### src/rtl/bat_cfg.svh
// Constants for the block APDU transport, shared by both ends.
`ifndef BAT_CFG_SVH
`define BAT_CFG_SVH
`define BAT_INS_POS 8'h01
`define BAT_INS_FETCH 8'h12
`define BAT_INS_TERM_RSP 8'h14
`define BAT_INS_ENVELOPE 8'hC2
`define BAT_LE_ANY 8'h00
`define BAT_SW1_OK 8'h90
`define BAT_SW2_OK 8'h00
`define BAT_SW1_NORMAL 8'h61
`define BAT_SW1_WARN_A 8'h62
`define BAT_SW1_WARN_B 8'h63
`define BAT_SW1_APP_NIB 4'h9
`define BAT_SW1_PENDING 8'h91
`define BAT_SW1_BUSY 8'h93
`define BAT_SW2_BUSY 8'h00
`define BAT_BLK_MAX 32
`define BAT_FIFO_DEPTH 8
`define BAT_BYTE_W 8
`endif

### src/rtl/bat_pkg.sv
// Types shared by the card end and the terminal end.
package bat_pkg;
   typedef logic [7:0] bat_byte_t;
   typedef enum logic [2:0] {
      BAT_C_CMD, BAT_C_STATUS, BAT_C_DATA, BAT_C_SW1, BAT_C_SW2
   } bat_card_state_e;
   typedef enum logic [1:0] {
      BAT_T_SEND, BAT_T_WAIT
   } bat_term_state_e;
endpackage

### src/rtl/bat_link_if.sv
// Byte link carrying I-block information fields in both directions.
`timescale 1ns/100ps
interface bat_link_if;
   // Terminal to card: byte, end of block, block is chained.
   logic [7:0] t2c_data;
   logic t2c_valid;
   logic t2c_last;
   logic t2c_chain;
   logic t2c_ready;
   // Card to terminal, same meaning.
   logic [7:0] c2t_data;
   logic c2t_valid;
   logic c2t_last;
   logic c2t_chain;
   logic c2t_ready;
   modport card (
      input t2c_data, t2c_valid, t2c_last, t2c_chain, c2t_ready,
      output t2c_ready, c2t_data, c2t_valid, c2t_last, c2t_chain
   );
   modport term (
      input c2t_data, c2t_valid, c2t_last, c2t_chain, t2c_ready,
      output c2t_ready, t2c_data, t2c_valid, t2c_last, t2c_chain
   );
endinterface

### src/rtl/bat_card.sv
// Card end: command intake, status policy and chained response output.
// Notes on behaviour
// - Terminal puts command bytes unaltered in I-blocks.
// - Data only with 61,62,63,9X or 9000 status.
// - Terminal passes response field unaltered upward.
// - Long response chained; terminal concatenates in order.
// - Terminal may chain command data over blocks.
// - Case 4 response single or chained blocks.
// - All four data cases are handled.
// - Exactly one response per command unit.
// - 91XX replaces 9000 when proactive command pending.
// - FETCH returns pending command with 9000.
// - Terminal reports outcome with TERMINAL RESPONSE.
// - Busy toolkit answers ENVELOPE with 9300.
// - ENVELOPE is case 4, code C2, Le 00.
// - ENVELOPE 9000 data is positive acknowledgement.
// - ENVELOPE 62XX/63XX data is negative acknowledgement.
`timescale 1ns/100ps
`include "bat_cfg.svh"

////////////////////////////////////////////////////////////////////////
// Card transport end.
module bat_card #(
   parameter int BLK_MAX = `BAT_BLK_MAX,
   parameter int FIFO_DEPTH = `BAT_FIFO_DEPTH
) (
   input wire logic clk,
   input wire logic rst,
   bat_link_if.card link,
   output bat_pkg::bat_byte_t cmd_data,
   output logic cmd_valid,
   output logic cmd_end,
   input wire logic cmd_ready,
   output bat_pkg::bat_byte_t cmd_ins,
   input wire logic [7:0] sw1,
   input wire logic [7:0] sw2,
   input wire logic [7:0] rsp_len,
   input wire logic sw_valid,
   output logic sw_ready,
   input wire logic [7:0] rsp_data,
   input wire logic rsp_valid,
   output logic rsp_ready,
   input wire logic [7:0] pending_len,
   input wire logic toolkit_busy
);
   import bat_pkg::*;
   bat_card_state_e state_reg;
   logic [7:0] idx_reg;
   logic busy_reg;
   logic keep_reg;
   logic [7:0] left_reg;
   logic [7:0] blk_reg;
   logic [7:0] sw1_reg;
   logic [7:0] sw2_reg;
   logic [7:0] sw1_next;
   logic [7:0] sw2_next;
   logic allow;
   logic take;
   logic cmd_done;
   logic [7:0] f_data;
   logic f_valid;
   logic f_ready;
   logic send;
   logic blk_full;

   initial begin
      if (BLK_MAX < 3 || BLK_MAX > 254) begin
         $error("bat_card: BLK_MAX must lie in 3..254");
      end
   end

   ////////////////////////////////////////////////////////////////////
   // Command intake through a one byte register stage.
   assign link.t2c_ready = (state_reg == BAT_C_CMD) &&
      (!cmd_valid || cmd_ready);
   assign take = link.t2c_valid && link.t2c_ready;
   assign cmd_done = take && link.t2c_last && !link.t2c_chain;

   // Every command byte reaches the card application unaltered.
   always_ff @(posedge clk) begin
      if (rst) begin
         cmd_data <= 8'h00;
         cmd_valid <= 1'b0;
         cmd_end <= 1'b0;
      end else if (take) begin
         cmd_data <= link.t2c_data;
         cmd_valid <= 1'b1;
         cmd_end <= !link.t2c_chain && link.t2c_last;
      end else if (cmd_ready) begin
         cmd_valid <= 1'b0;
         cmd_end <= 1'b0;
      end
   end

   // Byte index within the unit finds the instruction byte.
   always_ff @(posedge clk) begin
      if (rst) begin
         idx_reg <= 8'h00;
         cmd_ins <= 8'h00;
         busy_reg <= 1'b0;
      end else if (take) begin
         idx_reg <= cmd_done ? 8'h00 : idx_reg + 8'h01;
         if (idx_reg == `BAT_INS_POS) begin
            cmd_ins <= link.t2c_data;
            // A busy toolkit is latched for this ENVELOPE only.
            busy_reg <= toolkit_busy &&
               (link.t2c_data == `BAT_INS_ENVELOPE);
         end
      end
   end

   ////////////////////////////////////////////////////////////////////
   // Status policy: final status words and whether data may go out.
   always_comb begin
      sw1_next = sw1;
      sw2_next = sw2;
      if (busy_reg) begin
         sw1_next = `BAT_SW1_BUSY;
         sw2_next = `BAT_SW2_BUSY;
      end else if (sw1 == `BAT_SW1_OK && sw2 == `BAT_SW2_OK &&
            pending_len != 8'h00 && cmd_ins != `BAT_INS_FETCH) begin
         // FETCH itself keeps a plain 9000; it is never turned into 91XX.
         sw1_next = `BAT_SW1_PENDING;
         sw2_next = pending_len;
      end
   end

   // Only the listed status classes may carry response data.
   assign allow = !busy_reg && (sw1_next == `BAT_SW1_NORMAL ||
      sw1_next == `BAT_SW1_WARN_A || sw1_next == `BAT_SW1_WARN_B ||
      sw1_next[7:4] == `BAT_SW1_APP_NIB);

   assign sw_ready = (state_reg == BAT_C_STATUS);

   ////////////////////////////////////////////////////////////////////
   // Response path: data is buffered, then drained or discarded.
   bat_fifo #(
      .WIDTH(`BAT_BYTE_W),
      .DEPTH(FIFO_DEPTH)
   ) u_fifo (
      .clk(clk),
      .rst(rst),
      .in_data(rsp_data),
      .in_valid(rsp_valid),
      .in_ready(rsp_ready),
      .out_data(f_data),
      .out_valid(f_valid),
      .out_ready(f_ready)
   );

   // Discarded data is popped at full rate so the source never hangs.
   assign f_ready = (state_reg == BAT_C_DATA) &&
      (keep_reg ? link.c2t_ready : 1'b1);
   assign blk_full = (blk_reg == 8'(BLK_MAX - 1));
   assign send = link.c2t_valid && link.c2t_ready;

   // Outgoing bytes: data first, status words close the last block.
   always_comb begin
      link.c2t_valid = 1'b0;
      link.c2t_data = 8'h00;
      link.c2t_last = 1'b0;
      link.c2t_chain = 1'b0;
      case (state_reg)
         BAT_C_DATA: begin
            link.c2t_valid = f_valid && keep_reg;
            link.c2t_data = f_data;
            link.c2t_last = blk_full;
            link.c2t_chain = blk_full;
         end
         BAT_C_SW1: begin
            link.c2t_valid = 1'b1;
            link.c2t_data = sw1_reg;
            link.c2t_last = blk_full;
            link.c2t_chain = blk_full;
         end
         BAT_C_SW2: begin
            link.c2t_valid = 1'b1;
            link.c2t_data = sw2_reg;
            link.c2t_last = 1'b1;
         end
         default: begin
         end
      endcase
   end

   // Bytes in the current outgoing block; a full block is chained.
   always_ff @(posedge clk) begin
      if (rst || state_reg == BAT_C_STATUS) begin
         blk_reg <= 8'h00;
      end else if (send) begin
         blk_reg <= blk_full ? 8'h00 : blk_reg + 8'h01;
      end
   end

   ////////////////////////////////////////////////////////////////////
   // Exchange sequence: one command unit, then one response unit.
   always_ff @(posedge clk) begin
      if (rst) begin
         state_reg <= BAT_C_CMD;
         keep_reg <= 1'b0;
         left_reg <= 8'h00;
         sw1_reg <= 8'h00;
         sw2_reg <= 8'h00;
      end else begin
         case (state_reg)
            BAT_C_CMD: begin
               if (cmd_done) begin
                  state_reg <= BAT_C_STATUS;
               end
            end
            BAT_C_STATUS: begin
               if (sw_valid) begin
                  sw1_reg <= sw1_next;
                  sw2_reg <= sw2_next;
                  keep_reg <= allow;
                  left_reg <= rsp_len;
                  // Cases 1 and 3 carry no data and go to status.
                  state_reg <= (rsp_len == 8'h00) ? BAT_C_SW1 :
                     BAT_C_DATA;
               end
            end
            BAT_C_DATA: begin
               if (f_valid && f_ready) begin
                  left_reg <= left_reg - 8'h01;
                  if (left_reg == 8'h01) begin
                     state_reg <= BAT_C_SW1;
                  end
               end
            end
            BAT_C_SW1: begin
               if (send) begin
                  state_reg <= BAT_C_SW2;
               end
            end
            BAT_C_SW2: begin
               if (send) begin
                  state_reg <= BAT_C_CMD;
               end
            end
            default: begin
               state_reg <= BAT_C_CMD;
            end
         endcase
      end
   end
endmodule

### src/rtl/bat_term.sv
// Terminal end, and the byte FIFO that the card end buffers with.
`timescale 1ns/100ps
`include "bat_cfg.svh"

////////////////////////////////////////////////////////////////////////
// Response byte FIFO with valid and ready on both sides.
module bat_fifo #(
   parameter int WIDTH = `BAT_BYTE_W,
   parameter int DEPTH = `BAT_FIFO_DEPTH
) (
   input wire logic clk,
   input wire logic rst,
   input wire logic [WIDTH-1:0] in_data,
   input wire logic in_valid,
   output logic in_ready,
   output logic [WIDTH-1:0] out_data,
   output logic out_valid,
   input wire logic out_ready
);
   localparam int AW = (DEPTH > 1) ? $clog2(DEPTH) : 1;
   logic [WIDTH-1:0] mem_reg [DEPTH];
   logic [AW-1:0] wr_reg;
   logic [AW-1:0] rd_reg;
   logic [AW:0] cnt_reg;
   logic push;
   logic pop;

   // Depth must be a power of two so the pointers wrap by themselves.
   initial begin
      if (DEPTH < 2 || (DEPTH & (DEPTH - 1)) != 0 || WIDTH < 1) begin
         $error("bat_fifo: DEPTH must be a power of two >= 2");
      end
   end

   // Full and empty follow the occupancy count, compared at full width.
   assign in_ready = (cnt_reg != (AW+1)'(DEPTH));
   assign out_valid = (cnt_reg != '0);
   assign out_data = mem_reg[rd_reg];
   assign push = in_valid && in_ready;
   assign pop = out_valid && out_ready;

   // Storage has no reset; only the pointers and the occupancy count need a defined value.
   always_ff @(posedge clk) begin
      if (push) begin
         mem_reg[wr_reg] <= in_data;
      end
   end

   // Pointers and occupancy.
   always_ff @(posedge clk) begin
      if (rst) begin
         wr_reg <= '0;
         rd_reg <= '0;
         cnt_reg <= '0;
      end else begin
         if (push) begin
            wr_reg <= wr_reg + 1'b1;
         end
         if (pop) begin
            rd_reg <= rd_reg + 1'b1;
         end
         cnt_reg <= cnt_reg + (AW+1)'(push) - (AW+1)'(pop);
      end
   end
endmodule


### src/flat_wrapper.sv
// flat-port wrapper written by rule: the top's interface ports become plain ports
module bat_card_flat import bat_pkg::*;
#(
   parameter int BLK_MAX = `BAT_BLK_MAX,
   parameter int FIFO_DEPTH = `BAT_FIFO_DEPTH
)
  (clk, rst, cmd_data, cmd_valid, cmd_end, cmd_ready, cmd_ins, sw1, sw2, rsp_len, sw_valid, sw_ready, rsp_data, rsp_valid, rsp_ready, pending_len, toolkit_busy, link_t2c_data, link_t2c_valid, link_t2c_last, link_t2c_chain, link_c2t_ready, link_t2c_ready, link_c2t_data, link_c2t_valid, link_c2t_last, link_c2t_chain);
  bat_link_if link_i ();
  input wire logic clk;
  input wire logic rst;
  output bat_pkg::bat_byte_t cmd_data;
  output logic cmd_valid;
  output logic cmd_end;
  input wire logic cmd_ready;
  output bat_pkg::bat_byte_t cmd_ins;
  input wire logic [7:0] sw1;
  input wire logic [7:0] sw2;
  input wire logic [7:0] rsp_len;
  input wire logic sw_valid;
  output logic sw_ready;
  input wire logic [7:0] rsp_data;
  input wire logic rsp_valid;
  output logic rsp_ready;
  input wire logic [7:0] pending_len;
  input wire logic toolkit_busy;
  input wire logic [$bits(link_i.t2c_data)-1:0] link_t2c_data;
  input wire logic [$bits(link_i.t2c_valid)-1:0] link_t2c_valid;
  input wire logic [$bits(link_i.t2c_last)-1:0] link_t2c_last;
  input wire logic [$bits(link_i.t2c_chain)-1:0] link_t2c_chain;
  input wire logic [$bits(link_i.c2t_ready)-1:0] link_c2t_ready;
  output wire logic [$bits(link_i.t2c_ready)-1:0] link_t2c_ready;
  output wire logic [$bits(link_i.c2t_data)-1:0] link_c2t_data;
  output wire logic [$bits(link_i.c2t_valid)-1:0] link_c2t_valid;
  output wire logic [$bits(link_i.c2t_last)-1:0] link_c2t_last;
  output wire logic [$bits(link_i.c2t_chain)-1:0] link_c2t_chain;
  assign link_i.t2c_data = link_t2c_data;
  assign link_i.t2c_valid = link_t2c_valid;
  assign link_i.t2c_last = link_t2c_last;
  assign link_i.t2c_chain = link_t2c_chain;
  assign link_i.c2t_ready = link_c2t_ready;
  assign link_t2c_ready = link_i.t2c_ready;
  assign link_c2t_data = link_i.c2t_data;
  assign link_c2t_valid = link_i.c2t_valid;
  assign link_c2t_last = link_i.c2t_last;
  assign link_c2t_chain = link_i.c2t_chain;
  bat_card #(.BLK_MAX(BLK_MAX), .FIFO_DEPTH(FIFO_DEPTH)) u_core (.clk(clk), .rst(rst), .link(link_i), .cmd_data(cmd_data), .cmd_valid(cmd_valid), .cmd_end(cmd_end), .cmd_ready(cmd_ready), .cmd_ins(cmd_ins), .sw1(sw1), .sw2(sw2), .rsp_len(rsp_len), .sw_valid(sw_valid), .sw_ready(sw_ready), .rsp_data(rsp_data), .rsp_valid(rsp_valid), .rsp_ready(rsp_ready), .pending_len(pending_len), .toolkit_busy(toolkit_busy));
endmodule
### config.mk
export PLATFORM = sky130hd
export DESIGN_NAME = bat_card_flat
export DESIGN_NICKNAME = d
export VERILOG_FILES = /design/src/rtl/bat_pkg.sv /design/src/rtl/bat_link_if.sv /design/src/rtl/bat_card.sv /design/src/rtl/bat_term.sv /design/src/flat_wrapper.sv
export VERILOG_INCLUDE_DIRS = /design/src /design/src/rtl
export SDC_FILE = /design/constraint.sdc
export NUM_CORES = 1
export LEC_CHECK = 0
export ABC_AREA = 1
export ABC_CLOCK_PERIOD_IN_PS = 2150
export BUFFER_PORTS_ARGS = -buffer_cell sky130_fd_sc_hd__buf_2
export CELL_PAD_IN_SITES_DETAIL_PLACEMENT = 0
export CELL_PAD_IN_SITES_GLOBAL_PLACEMENT = 1
export CORE_MARGIN = 2
export CORE_UTILIZATION = 39
export DETAILED_ROUTE_END_ITERATION = 8
export PLACE_DENSITY_LB_ADDON = 0.1
export SLEW_MARGIN = 30
export SYNTH_ARGS = -nofsm -noshare
export SYNTH_HDL_FRONTEND = slang
export SYNTH_HIERARCHICAL = 1
export SYNTH_SLANG_ARGS = --single-unit
### constraint.sdc
create_clock -name clk -period 2.15 [get_ports clk]
set_input_delay 0.215 -clock clk [delete_from_list [all_inputs] [get_ports clk]]
set_output_delay 0.215 -clock clk [all_outputs]
set_load 0.02 [all_outputs]
==> summary.txt, run 1 <==
Route
  – Vias per inst: 4.82
  – WL/cell: around 14 µm
  – First-pass DRT Iterations: 7
  – Remaining DRCs: 0
  – Via count: 5746
  – Post-DRT Antenna Nets: 0
  – DR iter-0 viols: between 400 and 500
  – WL final: about 17 mm

STA
  – Crit share post-route: between 90% and 100%
  – Worst Tran Pin Value: around 540 ps
  – Final setup fails: 0
  – Final WS setup: roughly 140 ps
  – Max Freq: between 400 and 500 MHz
  – Clk_skew: between 7 and 8 ps
  – Final Max Slew Viols: 0
  – RSZ-0062 raised after global routing: true
  – Min Clock Period, post-route: just over 2000 ps
  – Slew headroom: around 64%
  – Final Hold Violating Endpoints: 0
  – Setup TNS Final: 0 ps

Clocking
  – Clk slew on worst S/H paths: around 60 ps
  – Hold buffers post-CTS: 0
  – Clk_lat worst skew: about 420 ps
  – Clock sinks: 140
  – Max Root-Sink Buffers: 2
  – Root buf cell: clkbuf_16
  – CTS tree: done
  – Num CTS Buffers: 17
  – H-Tree Depth: 4

Worst setup path
  – Worst Setup Path Type: reg -> out
  – Crit start category: flop
  – WP data arrival: around 1800 ps
  – Worst EP required: about 1900 ps
  – Crit-path max FO: 9
  – CP endpoint kind: output port

Placement
  – IO buf count: between 80 and 90
  – Pre-CTS setup slack: ~90 ps
  – Final GP Congestion: approximately 0.8
  – DP Area: about 7600 µm²
  – Detail Placement HPWL: between 10 and 15 mm

Global route
  – Vias in the first global route: 5480
  – GRT Util Overall: 18.9%
  – Initial antenna violation count: 0
  – Grt ovf: 0
  – First-pass GRT wire length: about 27 mm
  – Largest net degree at the start of global routing: 33

Final layout
  – Final Cell Area: roughly 8200 µm²
  – Post-layout util: 47.6%
  – Antenna cells: 0
  – Share of cells above drive strength 1: slightly below 20%
  – Layout area overhead: 20.3%
  – Layout Nets: 1024
  – FILL cells: ~1.7k
  – Max reg flops: 64

Die
  – Width of the die: approximately 140 µm
  – Initial Utilization: 39.6%
  – Die area: between 15000 and 20000 µm²
  – Row cnt: 48
  – IO Pins: 90
  – Die Ht: approximately 140 µm
  – Core area: 17200 µm²

Min path
  – Worst hold path type: in -> reg

Synth
  – Post-synth EDFFs: 64
  – Seq cells post-synth: 140
  – Mapped Area: between 6000 and 7000 µm²
  – Mean Syn Cell Area: roughly 8.0 µm²
  – Main flop type after synthesis: dfxtp_1
  – Synth area leader: edfxtp_1
  – Syn Nets: a little over 900
  – Yosys warnings: 6
  – Asr flop ratio synth: 0%
  – Netlist cell types: between 40 and 50
  – Sequential fraction of the synthesis area: roughly half
  – Top-area cell type share of the netlist area: around 28%
  – Synth cell count leaders: 217 x nand2_1, 136 x inv_1, 86 x nor2_1
  – Cell with the most instances after synthesis: nand2_1
  – Ranking of synthesized cells by area: edfxtp_1 28%, dfxtp_1 22%, nand2_1 12%
  – Cells after Synth: 845

Power and ir drop
  – Power per Cell Area: between 1000 and 1500 nW/µm²
  – Lkg Pwr: 3.70 nW
  – VDD IR max: roughly 0.68 mV
  – Final Power: about 0.009 W

Job
  – MaxCap Viol Count: 0

Run status
  – Status: completed
==> where the power goes <==
group	internal, W	total [W]	switching (W)
logic	0.000914	0.00264	0.00173
clock network	0.00177	0.00287	0.00109
registers	0.00313	0.00334	0.000214
total	0.00582	0.00885	0.00304
==> final cells by class <==
cell class	instances	area (µm²)	area share (%)
Sequential cell	140	3440	42.1
Multi-Input combinational cell	537	2680	32.7
Timing Repair Buffer	114	644	7.88
Inverter	143	548	6.70
Clock buffer	21	463	5.66
Tap cell	225	282	3.44
Clock inverter	11	119	1.45
==> worst paths after layout <==
path                                                        from                                   to  slack, ps  cells past startpoint
worst max-delay path            u_core/state_reg[0]$_SDFFE_PP0P_                     link_c2t_data[1]        140                      6
worst min register to register   u_core/left_reg[7]$_SDFFE_PP0P_      u_core/left_reg[7]$_SDFFE_PP0P_        460                      2
worst min-delay path                                      sw1[0]       u_core/sw1_reg[0]$_SDFFE_PP0P_         50                      3
worst max register to register  u_core/state_reg[2]$_SDFFE_PP0P_  u_core/u_fifo/cnt_reg[1]$_SDFF_PP0_        140                     12
==> timing repair <==
action / CTS / global route
cloned: 0 / 0
pin swaps: 0 / 0
gates resized for setup: 1 / 9
setup endpoints to repair: 1 / 12
hold endpoints to repair: 0 / 0
setup buffers: 0 / 1
==> cell families after synthesis <==
logic type | Yosys count | synth area share [%]
simple gates | 414 | 26.5
xor+xnor | 2 | 0.258
compound gates | 108 | 9.68
buf+inv | 168 | 10.4
flops | 140 | 50.7
fa+ha+maj | 13 | 2.50
==> metrics by stage <==
| step | hold slack (ps) | std cells |
|---|---|---|
| after floorplan | 286 | 845 |
| after global placement | 447 | 1158 |
| after detailed placement | 454 | 1158 |
| after CTS | 28.8 | 1190 |
| after global routing | 53.8 | 1191 |
| final | 51.6 | 1191 |
==> layout by cell type (no fill, tap or decap), types with 2 or more instances in the layout <==
cell	instances
nor2_4	5
inv_4	2
or2_2	2
nor3b_1	6
inv_2	5
edfxtp_1	64
nand4_1	3
o31ai_1	3
o21ai_0	25
nand3_1	57
a211oi_1	20
inv_1	135
clkinvlp_4	3
nor2_2	4
nand3b_1	4
clkbuf_1	2
a221oi_1	2
clkinv_2	4
clkinv_4	2
nor2_1	84
buf_2	89
nor3_1	10
a21oi_1	39
buf_4	23
dfxtp_1	75
nor4_1	5
ha_1	11
clkbuf_16	18
nand2_1	215
o21a_1	2
nand2_2	15
nand3_2	2
bufinv_16	2
o211ai_1	12
==> per-layer routing <==
metal | vias up | GRT usage, % | routed length, µm
met3 | 18 | 3.73 | 645
li1 | 2946 | - | -
met2 | 138 | 28.4 | 7250
met4 | 0 | 6.66 | 227
met5 | - | 0 | 0
met1 | 2644 | 27.0 | 8690
==> critical path, stage by stage, from the launching register on <==
cell	delay [ps]
dfxtp_1	440
nor2_2	100
nand2_1	180
clkinvlp_4	240
nand2_1	110
o211ai_1	120
buf_2	190
Note: power is estimated with default switching activity, not from simulation.
==> inputs of run 2 (changes only) <==
--- a/config.mk
+++ b/config.mk
@@ -9,12 +9,10 @@
 export ABC_AREA = 1
 export ABC_CLOCK_PERIOD_IN_PS = 2150
 export BUFFER_PORTS_ARGS = -buffer_cell sky130_fd_sc_hd__buf_2
-export CELL_PAD_IN_SITES_DETAIL_PLACEMENT = 0
-export CELL_PAD_IN_SITES_GLOBAL_PLACEMENT = 1
 export CORE_MARGIN = 2
-export CORE_UTILIZATION = 39
+export CORE_UTILIZATION = 52
 export DETAILED_ROUTE_END_ITERATION = 8
-export PLACE_DENSITY_LB_ADDON = 0.1
+export PLACE_DENSITY = 0.76
 export SLEW_MARGIN = 30
 export SYNTH_ARGS = -nofsm -noshare
 export SYNTH_HDL_FRONTEND = slang
==> summary.txt, run 2 (same netlist as run 1, synthesis figures left out) <==
Route
  – Remaining DRCs: 0 (unchanged)
  – DR iter-0 viols: 443 (was 441)
  – WL final: 15.7 mm (was 16.8 mm)
  – Vias per inst: 5.06 (was 4.82)
  – WL/cell: 13.8 µm (was 14.1 µm)
  – First-pass DRT Iterations: 5 (was 7)
  – Post-DRT Antenna Nets: 0 (unchanged)
  – Via count: 5734 (was 5746)

Die
  – Row cnt: 41 (was 48)
  – Die Ht: 118 µm (was 136 µm)
  – Width of the die: 118 µm (was 136 µm)
  – Initial Utilization: 53.6% (was 39.6%)
  – Die area: 14000 µm² (was 18500 µm²)
  – IO Pins: 90 (unchanged)
  – Core area: 12700 µm² (was 17200 µm²)

Worst setup path
  – FF-to-FF Start: u_core/state_reg[2]$_SDFFE_PP0P_ (unchanged)
  – Worst Setup EP: u_core/u_fifo/cnt_reg[1]$_SDFF_PP0_ (was link_c2t_data[1])
  – Worst Setup Path Type: reg -> reg (was reg -> out)
  – Crit start category: flop (unchanged)
  – FF-to-FF End: u_core/u_fifo/cnt_reg[1]$_SDFF_PP0_ (unchanged)
  – Crit-path max FO: 5 (was 9)
  – Worst EP required: 2440 ps (was 1930 ps)
  – WP data arrival: 2350 ps (was 1800 ps)
  – CP endpoint kind: flop (was output port)
  – Worst R2R Setup Slack: 80 ps (was 140 ps)
  – Worst Setup SP: u_core/state_reg[2]$_SDFFE_PP0P_ (was u_core/state_reg[0]$_SDFFE_PP0P_)
  – Number of cells on the worst reg-to-reg path: 12 (unchanged)

Final layout
  – Post-layout util: 63.6% (was 47.6%)
  – Max reg flops: 64 (unchanged)
  – FILL cells: 1066 (was 1712)
  – Most common cell after layout, fill and taps aside: nand2_1 (unchanged)
  – Register area: 3450 µm² (was 3440 µm²)
  – Antenna cells: 0 (unchanged)
  – Share of cells above drive strength 1: 19.1% (was 19.4%)
  – Layout Nets: 1020 (was 1024)
  – Final Cell Area: 8060 µm² (was 8180 µm²)
  – Multi-input logic area: 2670 µm² (was 2680 µm²)
  – Commonest cells after routing, fill and taps aside: 215 x nand2_1, 135 x inv_1, 89 x buf_2 (unchanged)
  – Layout area overhead: 18.6% (was 20.3%)

Clocking
  – Clock sinks: 140 (unchanged)
  – Clk_lat worst skew: 420 ps (about the same)
  – Max Root-Sink Buffers: 2 (unchanged)
  – Root buf cell: clkbuf_16 (unchanged)
  – CTS tree: done (unchanged)
  – Num CTS Buffers: 17 (unchanged)
  – H-Tree Depth: 4 (unchanged)
  – Hold buffers post-CTS: 0 (unchanged)
  – Clk slew on worst S/H paths: 60 ps (about the same)

Global route
  – Vias in the first global route: 5313 (was 5480)
  – First-pass GRT wire length: 25.2 mm (was 27.0 mm)
  – Initial antenna violation count: 0 (unchanged)
  – GRT Util Overall: 22.8% (was 18.9%)
  – Grt ovf: 0 (unchanged)
  – Largest net degree at the start of global routing: 45 (was 33)

STA
  – Min Clock Period, post-route: 2070 ps (was 2010 ps)
  – Final Max Slew Viols: 0 (unchanged)
  – Worst hold slack: 39.6 ps (was 51.6 ps)
  – Max Freq: 484 MHz (was 497 MHz)
  – Slew headroom: 65.0% (was 64.1%)
  – Worst Tran Pin Value: 523 ps (was 537 ps)
  – Clk_skew: 7.21 ps (was 7.64 ps)
  – Crit share post-route: 96.1% (was 93.6%)
  – Final Hold Violating Endpoints: 0 (unchanged)
  – Final setup fails: 0 (unchanged)
  – RSZ-0062 raised after global routing: true (unchanged)

Power and ir drop
  – VDD IR max: 0.691 mV (was 0.684 mV)
  – Lkg Pwr: 3.67 nW (was 3.70 nW)
  – Power per Cell Area: 1080 nW/µm² (about the same)

Placement
  – Detail Placement HPWL: 10.9 mm (was 12.4 mm)
  – IO buf count: 89 (unchanged)
  – DP Area: 7460 µm² (was 7550 µm²)
  – Final GP Congestion: 0.873 (was 0.800)

Job
  – MaxCap Viol Count: 0 (unchanged)

Run status
  – Status: completed (unchanged)

Min path
  – Worst hold path type: in -> reg (unchanged)
-- run 2: cell types whose count changed in the layout (fill, tap and decap cells not counted), sizes merged --
cell and delta:
clkbuf -1, inv +1, clkinvlp -1, buf -4, bufinv -1, clkinv +2
-- run 2: layer usage --
metal / vias up / share of wire [%] / track usage, %
li1: 2933 / - / -
met4: 0 / 1.8 / 8.89
met2: 166 / 48 / 36.2
met1: 2610 / 45 / 30.2
met5: - / 0 / 0
met3: 25 / 5.5 / 5.16
-- run 2: how the worst min path moves through the flow --
| stage | startpoint | slack [ps] | cells after the start | endpoint |
|---|---|---|---|---|
| final | sw1[0] | 40 | 3 | u_core/sw1_reg[0]$_SDFFE_PP0P_ |
| after global routing | rsp_data[4] | 60 | 1 | u_core/u_fifo/mem_reg[1][4]$_DFFE_PP_ |
| after CTS | sw1[0] | 20 | 3 | u_core/sw1_reg[0]$_SDFFE_PP0P_ |
| after detailed placement | u_core/cmd_end$_SDFFE_PP0P_ | 460 | 2 | u_core/cmd_end$_SDFFE_PP0P_ |
| after global placement | u_core/cmd_end$_SDFFE_PP0P_ | 450 | 2 | u_core/cmd_end$_SDFFE_PP0P_ |
| after floorplan | rst | 290 | 1 | u_core/u_fifo/cnt_reg[0]$_SDFF_PP0_ |
-- run 2: cell type report --
class	instances	share of cell area, %
multi-input combinational	537	33.2
clock buffer	20	5.54
tap	172	2.67
timing repair buffer	110	7.64
clock inverter	12	1.46
sequential	140	42.8
inverter	143	6.77
-- run 2: through the flow --
step	setup TNS, ps	std cells	setup WS (ps)	total power (W)
detailed placement	0	1101	79.2	0.00589
CTS	0	1133	7.49	0.00868
finish	0	1134	84.2	0.00867
global placement	0	1101	143	0.00583
floorplan	0	845	20.0	0.00525
global route	-35.1	1134	-35.1	0.00918
-- run 2: repair_timing --
action                                  CTS  global route
endpoints found under the setup margin    4             9
resized for setup                         1             9
cloned                                    0             0
setup buffers                             0             1
-- run 2: critical path, stage by stage (launching register included) --
cell and delay (ps):
dfxtp_1 320, inv_2 90, nand2_2 100, nor2_4 130, inv_2 50, nor2_4 130
a21boi_4 230, nand2_2 100, nand2_1 80, ha_2 190, fa_1 410, inv_1 60
nor2_1 30
-- run 2: where the power goes --
group          total, W  internal, W  leakage (nW)  switching, W
Clock           0.00277      0.00163         0.275       0.00113
Sequential      0.00333      0.00313          1.20      0.000204
Combinational   0.00257     0.000882          2.20       0.00169
Total           0.00867      0.00564          3.67       0.00302
==> inputs of run 3 (changes only) <==
--- a/config.mk
+++ b/config.mk
@@ -13,6 +13,7 @@
 export CORE_UTILIZATION = 52
 export DETAILED_ROUTE_END_ITERATION = 8
 export PLACE_DENSITY = 0.76
+export SETUP_SLACK_MARGIN = 0.1
 export SLEW_MARGIN = 30
 export SYNTH_ARGS = -nofsm -noshare
 export SYNTH_HDL_FRONTEND = slang
==> summary.txt, run 3 (same netlist as run 1, synthesis figures left out) <==
STA
  – Crit share post-route: 93.8% (was 96.1%)
  – Worst Tran Pin Value: 538 ps (was 523 ps)
  – Final setup fails: 0 (unchanged)
  – Final Max Slew Viols: 0 (unchanged)
  – RSZ-0062 raised after global routing: true (unchanged)
  – Setup TNS Final: 0 ps (unchanged)
  – Max Freq: 496 MHz (was 484 MHz)
  – Slew headroom: 64.1% (was 65.0%)
  – Min Clock Period, post-route: 2020 ps (was 2070 ps)
  – Final Hold Violating Endpoints: 0 (unchanged)
  – Clk_skew: 9.91 ps (was 7.21 ps)

Final layout
  – Layout Nets: 1033 (was 1020)
  – Commonest cells after routing, fill and taps aside: 205 x nand2_1, 135 x inv_1, 84 x nor2_1 (was 215 x nand2_1, 135 x inv_1, 89 x buf_2)
  – Share of cells above drive strength 1: 22.4% (was 19.1%)
  – Antenna cells: 0 (unchanged)
  – Layout area overhead: 23.3% (was 18.6%)
  – Max reg flops: 64 (unchanged)
  – Non-filler cells, final: 1147 (was 1134)
  – Final Cell Area: 8380 µm² (was 8060 µm²)
  – Most common cell after layout, fill and taps aside: nand2_1 (unchanged)

Die
  – Row cnt: 41 (unchanged)
  – Initial Utilization: 53.6% (unchanged)
  – Die area: 14000 µm² (unchanged)
  – Core area: 12700 µm² (unchanged)
  – Width of the die: 118 µm (unchanged)
  – Die Ht: 118 µm (unchanged)
  – IO Pins: 90 (unchanged)

Global route
  – Vias in the first global route: 5331 (was 5313)
  – Grt ovf: 0 (unchanged)
  – Initial antenna violation count: 0 (unchanged)
  – GRT Util Overall: 22.6% (was 22.8%)
  – First-pass GRT wire length: 25.0 mm (was 25.2 mm)
  – Largest net degree at the start of global routing: 33 (was 45)

Route
  – WL final: 16.5 mm (was 15.7 mm)
  – DR iter-0 viols: 585 (was 443)
  – Vias per inst: 5.14 (was 5.06)
  – Remaining DRCs: 0 (unchanged)
  – WL/cell: 14.4 µm (was 13.8 µm)
  – Via count: 5899 (was 5734)
  – Post-DRT Antenna Nets: 0 (unchanged)
  – First-pass DRT Iterations: 6 (was 5)

Worst setup path
  – Worst path max stage delay: 370 ps (was 410 ps)
  – Cell family with most CP delay: simple AND/OR/NAND/NOR gates (was adder cells)
  – Crit-path slowest cell: dfxtp_4 (was fa_1)
  – Crit-path max FO: 8 (was 5)
  – FF-to-FF Start: u_core/state_reg[2]$_SDFFE_PP0P_ (unchanged)
  – Top cell by count, worst path: nand2_1
  – CP Cell Sequence: buf_4 > clkbuf_16 > nand2_1 > nand3_1 > nand2_1 > nand2_1 > nand2_2 > nand2_1 > nand3_2 > buf_6 (was inv_2 > nand2_2 > nor2_4 > inv_2 > nor2_4 > a21boi_4 > nand2_2 > nand2_1 > ha_2 > fa_1 > inv_1 > nor2_1)
  – Worst Setup Path Type: reg -> out (was reg -> reg)
  – FF-to-FF End: u_core/u_fifo/cnt_reg[1]$_SDFF_PP0_ (unchanged)
  – Bufs and invs on worst path: 3 (unchanged)
  – CP endpoint kind: output port (was flop)
  – Worst R2R Setup Slack: 200 ps (was 80 ps)
  – Worst EP required: 1930 ps (was 2440 ps)
  – Number of cells on the worst reg-to-reg path: 12 (unchanged)
  – Crit start category: flop (unchanged)
  – WP data arrival: 1800 ps (was 2350 ps)

Clocking
  – Clk_lat worst skew: 430 ps (was 420 ps)
  – Clock sinks: 140 (unchanged)
  – Clk slew on worst S/H paths: 60 ps (about the same)
  – H-Tree Depth: 4 (unchanged)
  – Max Root-Sink Buffers: 2 (unchanged)
  – Root buf cell: clkbuf_16 (unchanged)
  – CTS tree: done (unchanged)
  – Hold buffers post-CTS: 0 (unchanged)
  – Num CTS Buffers: 17 (unchanged)

Run status
  – Status: completed (unchanged)

Power and ir drop
  – Power per Cell Area: 1080 nW/µm² (about the same)
  – Final Power: 0.00905 W (was 0.00867 W)
  – Lkg Pwr: 3.85 nW (was 3.67 nW)
  – VDD IR max: 0.685 mV (was 0.691 mV)

Min path
  – Hold path depth: 3 (unchanged)
  – Worst hold path type: in -> reg (unchanged)
  – Hold Path Origin: sw1[0] (unchanged)
  – Hold Path Sink: u_core/sw1_reg[0]$_SDFFE_PP0P_ (unchanged)

Placement
  – DP Area: 7480 µm² (was 7460 µm²)
  – IO buf count: 89 (unchanged)
  – Detail Placement HPWL: 10.8 mm (was 10.9 mm)
  – Final GP Congestion: 0.843 (was 0.873)
  – Inst Count DP: 1102 (was 1101)

Job
  – MaxCap Viol Count: 0 (unchanged)
run 3: final cells by class:
cell class | count | area [µm²]
repair buffers | 120 | 788
clock buffers | 18 | 450
well taps | 172 | 215
clock inverters | 14 | 121
multi-input cells | 537 | 2770
repair inverters | 3 | 33.8
inverters | 143 | 556
fillers | 1040 | 4290
flip-flops and latches | 140 | 3450
run 3: how the worst max path moves through the flow:
stage	depth (start not counted)	to	from
after floorplan	13	u_core/u_fifo/cnt_reg[1]$_SDFF_PP0_	u_core/state_reg[2]$_SDFFE_PP0P_
after global placement	12	u_core/u_fifo/cnt_reg[1]$_SDFF_PP0_	u_core/state_reg[2]$_SDFFE_PP0P_
after detailed placement	12	u_core/u_fifo/cnt_reg[1]$_SDFF_PP0_	u_core/state_reg[2]$_SDFFE_PP0P_
after CTS	8	link_c2t_data[2]	flop
after global routing	10	link_c2t_data[0]	flop
final	10	link_c2t_data[5]	flop
run 3: per-stage QoR:
| step | util, % | worst slack [ps] | hold slack [ps] |
|---|---|---|---|
| final | 66.1 | 133 | 24.4 |
| after CTS | 63.7 | 124 | 11.1 |
| after global routing | 66.1 | 44.9 | 30.4 |
| after detailed placement | 59.0 | 150 | 449 |
| after global placement | 59.0 | 193 | 448 |
| after floorplan | - | 29.7 | 286 |
run 3: per-layer routing:
| metal | global-route usage [%] | vias to the layer above | routed length (µm) |
|---|---|---|---|
| li1 | - | 2965 | - |
| met1 | 29.7 | 2679 | 7000 |
| met2 | 35.9 | 235 | 7950 |
| met3 | 6.27 | 20 | 1340 |
| met4 | 7.53 | 0 | 221 |
| met5 | 0 | - | 0 |
run 3: where the power goes:
group,switching (W),internal (W),total [W]
logic,0.00184,0.00107,0.00291
clock network,0.00121,0.00159,0.00280
registers,0.000214,0.00313,0.00334
total,0.00327,0.00578,0.00905
run 3: what timing repair did:
| item | CTS | global route |
|---|---|---|
| pin swaps | 0 | 13 |
| buffers inserted | 0 | 8 |
| endpoints found under the setup margin | 8 | 14 |
| resized for setup | 7 | 49 |
| cloned | 0 | 5 |
run 3: worst reg2reg max path, cell delays in order, from the launching register on:
cell      delay (ps)
dfxtp_1          320
inv_2             90
nand2_4           70
nor2_4           110
inv_2             60
nor2_4           120
a21boi_4         200
nand2_2           90
nand2_1           90
ha_2             180
fa_1             410
inv_1             60
nor2_1            30
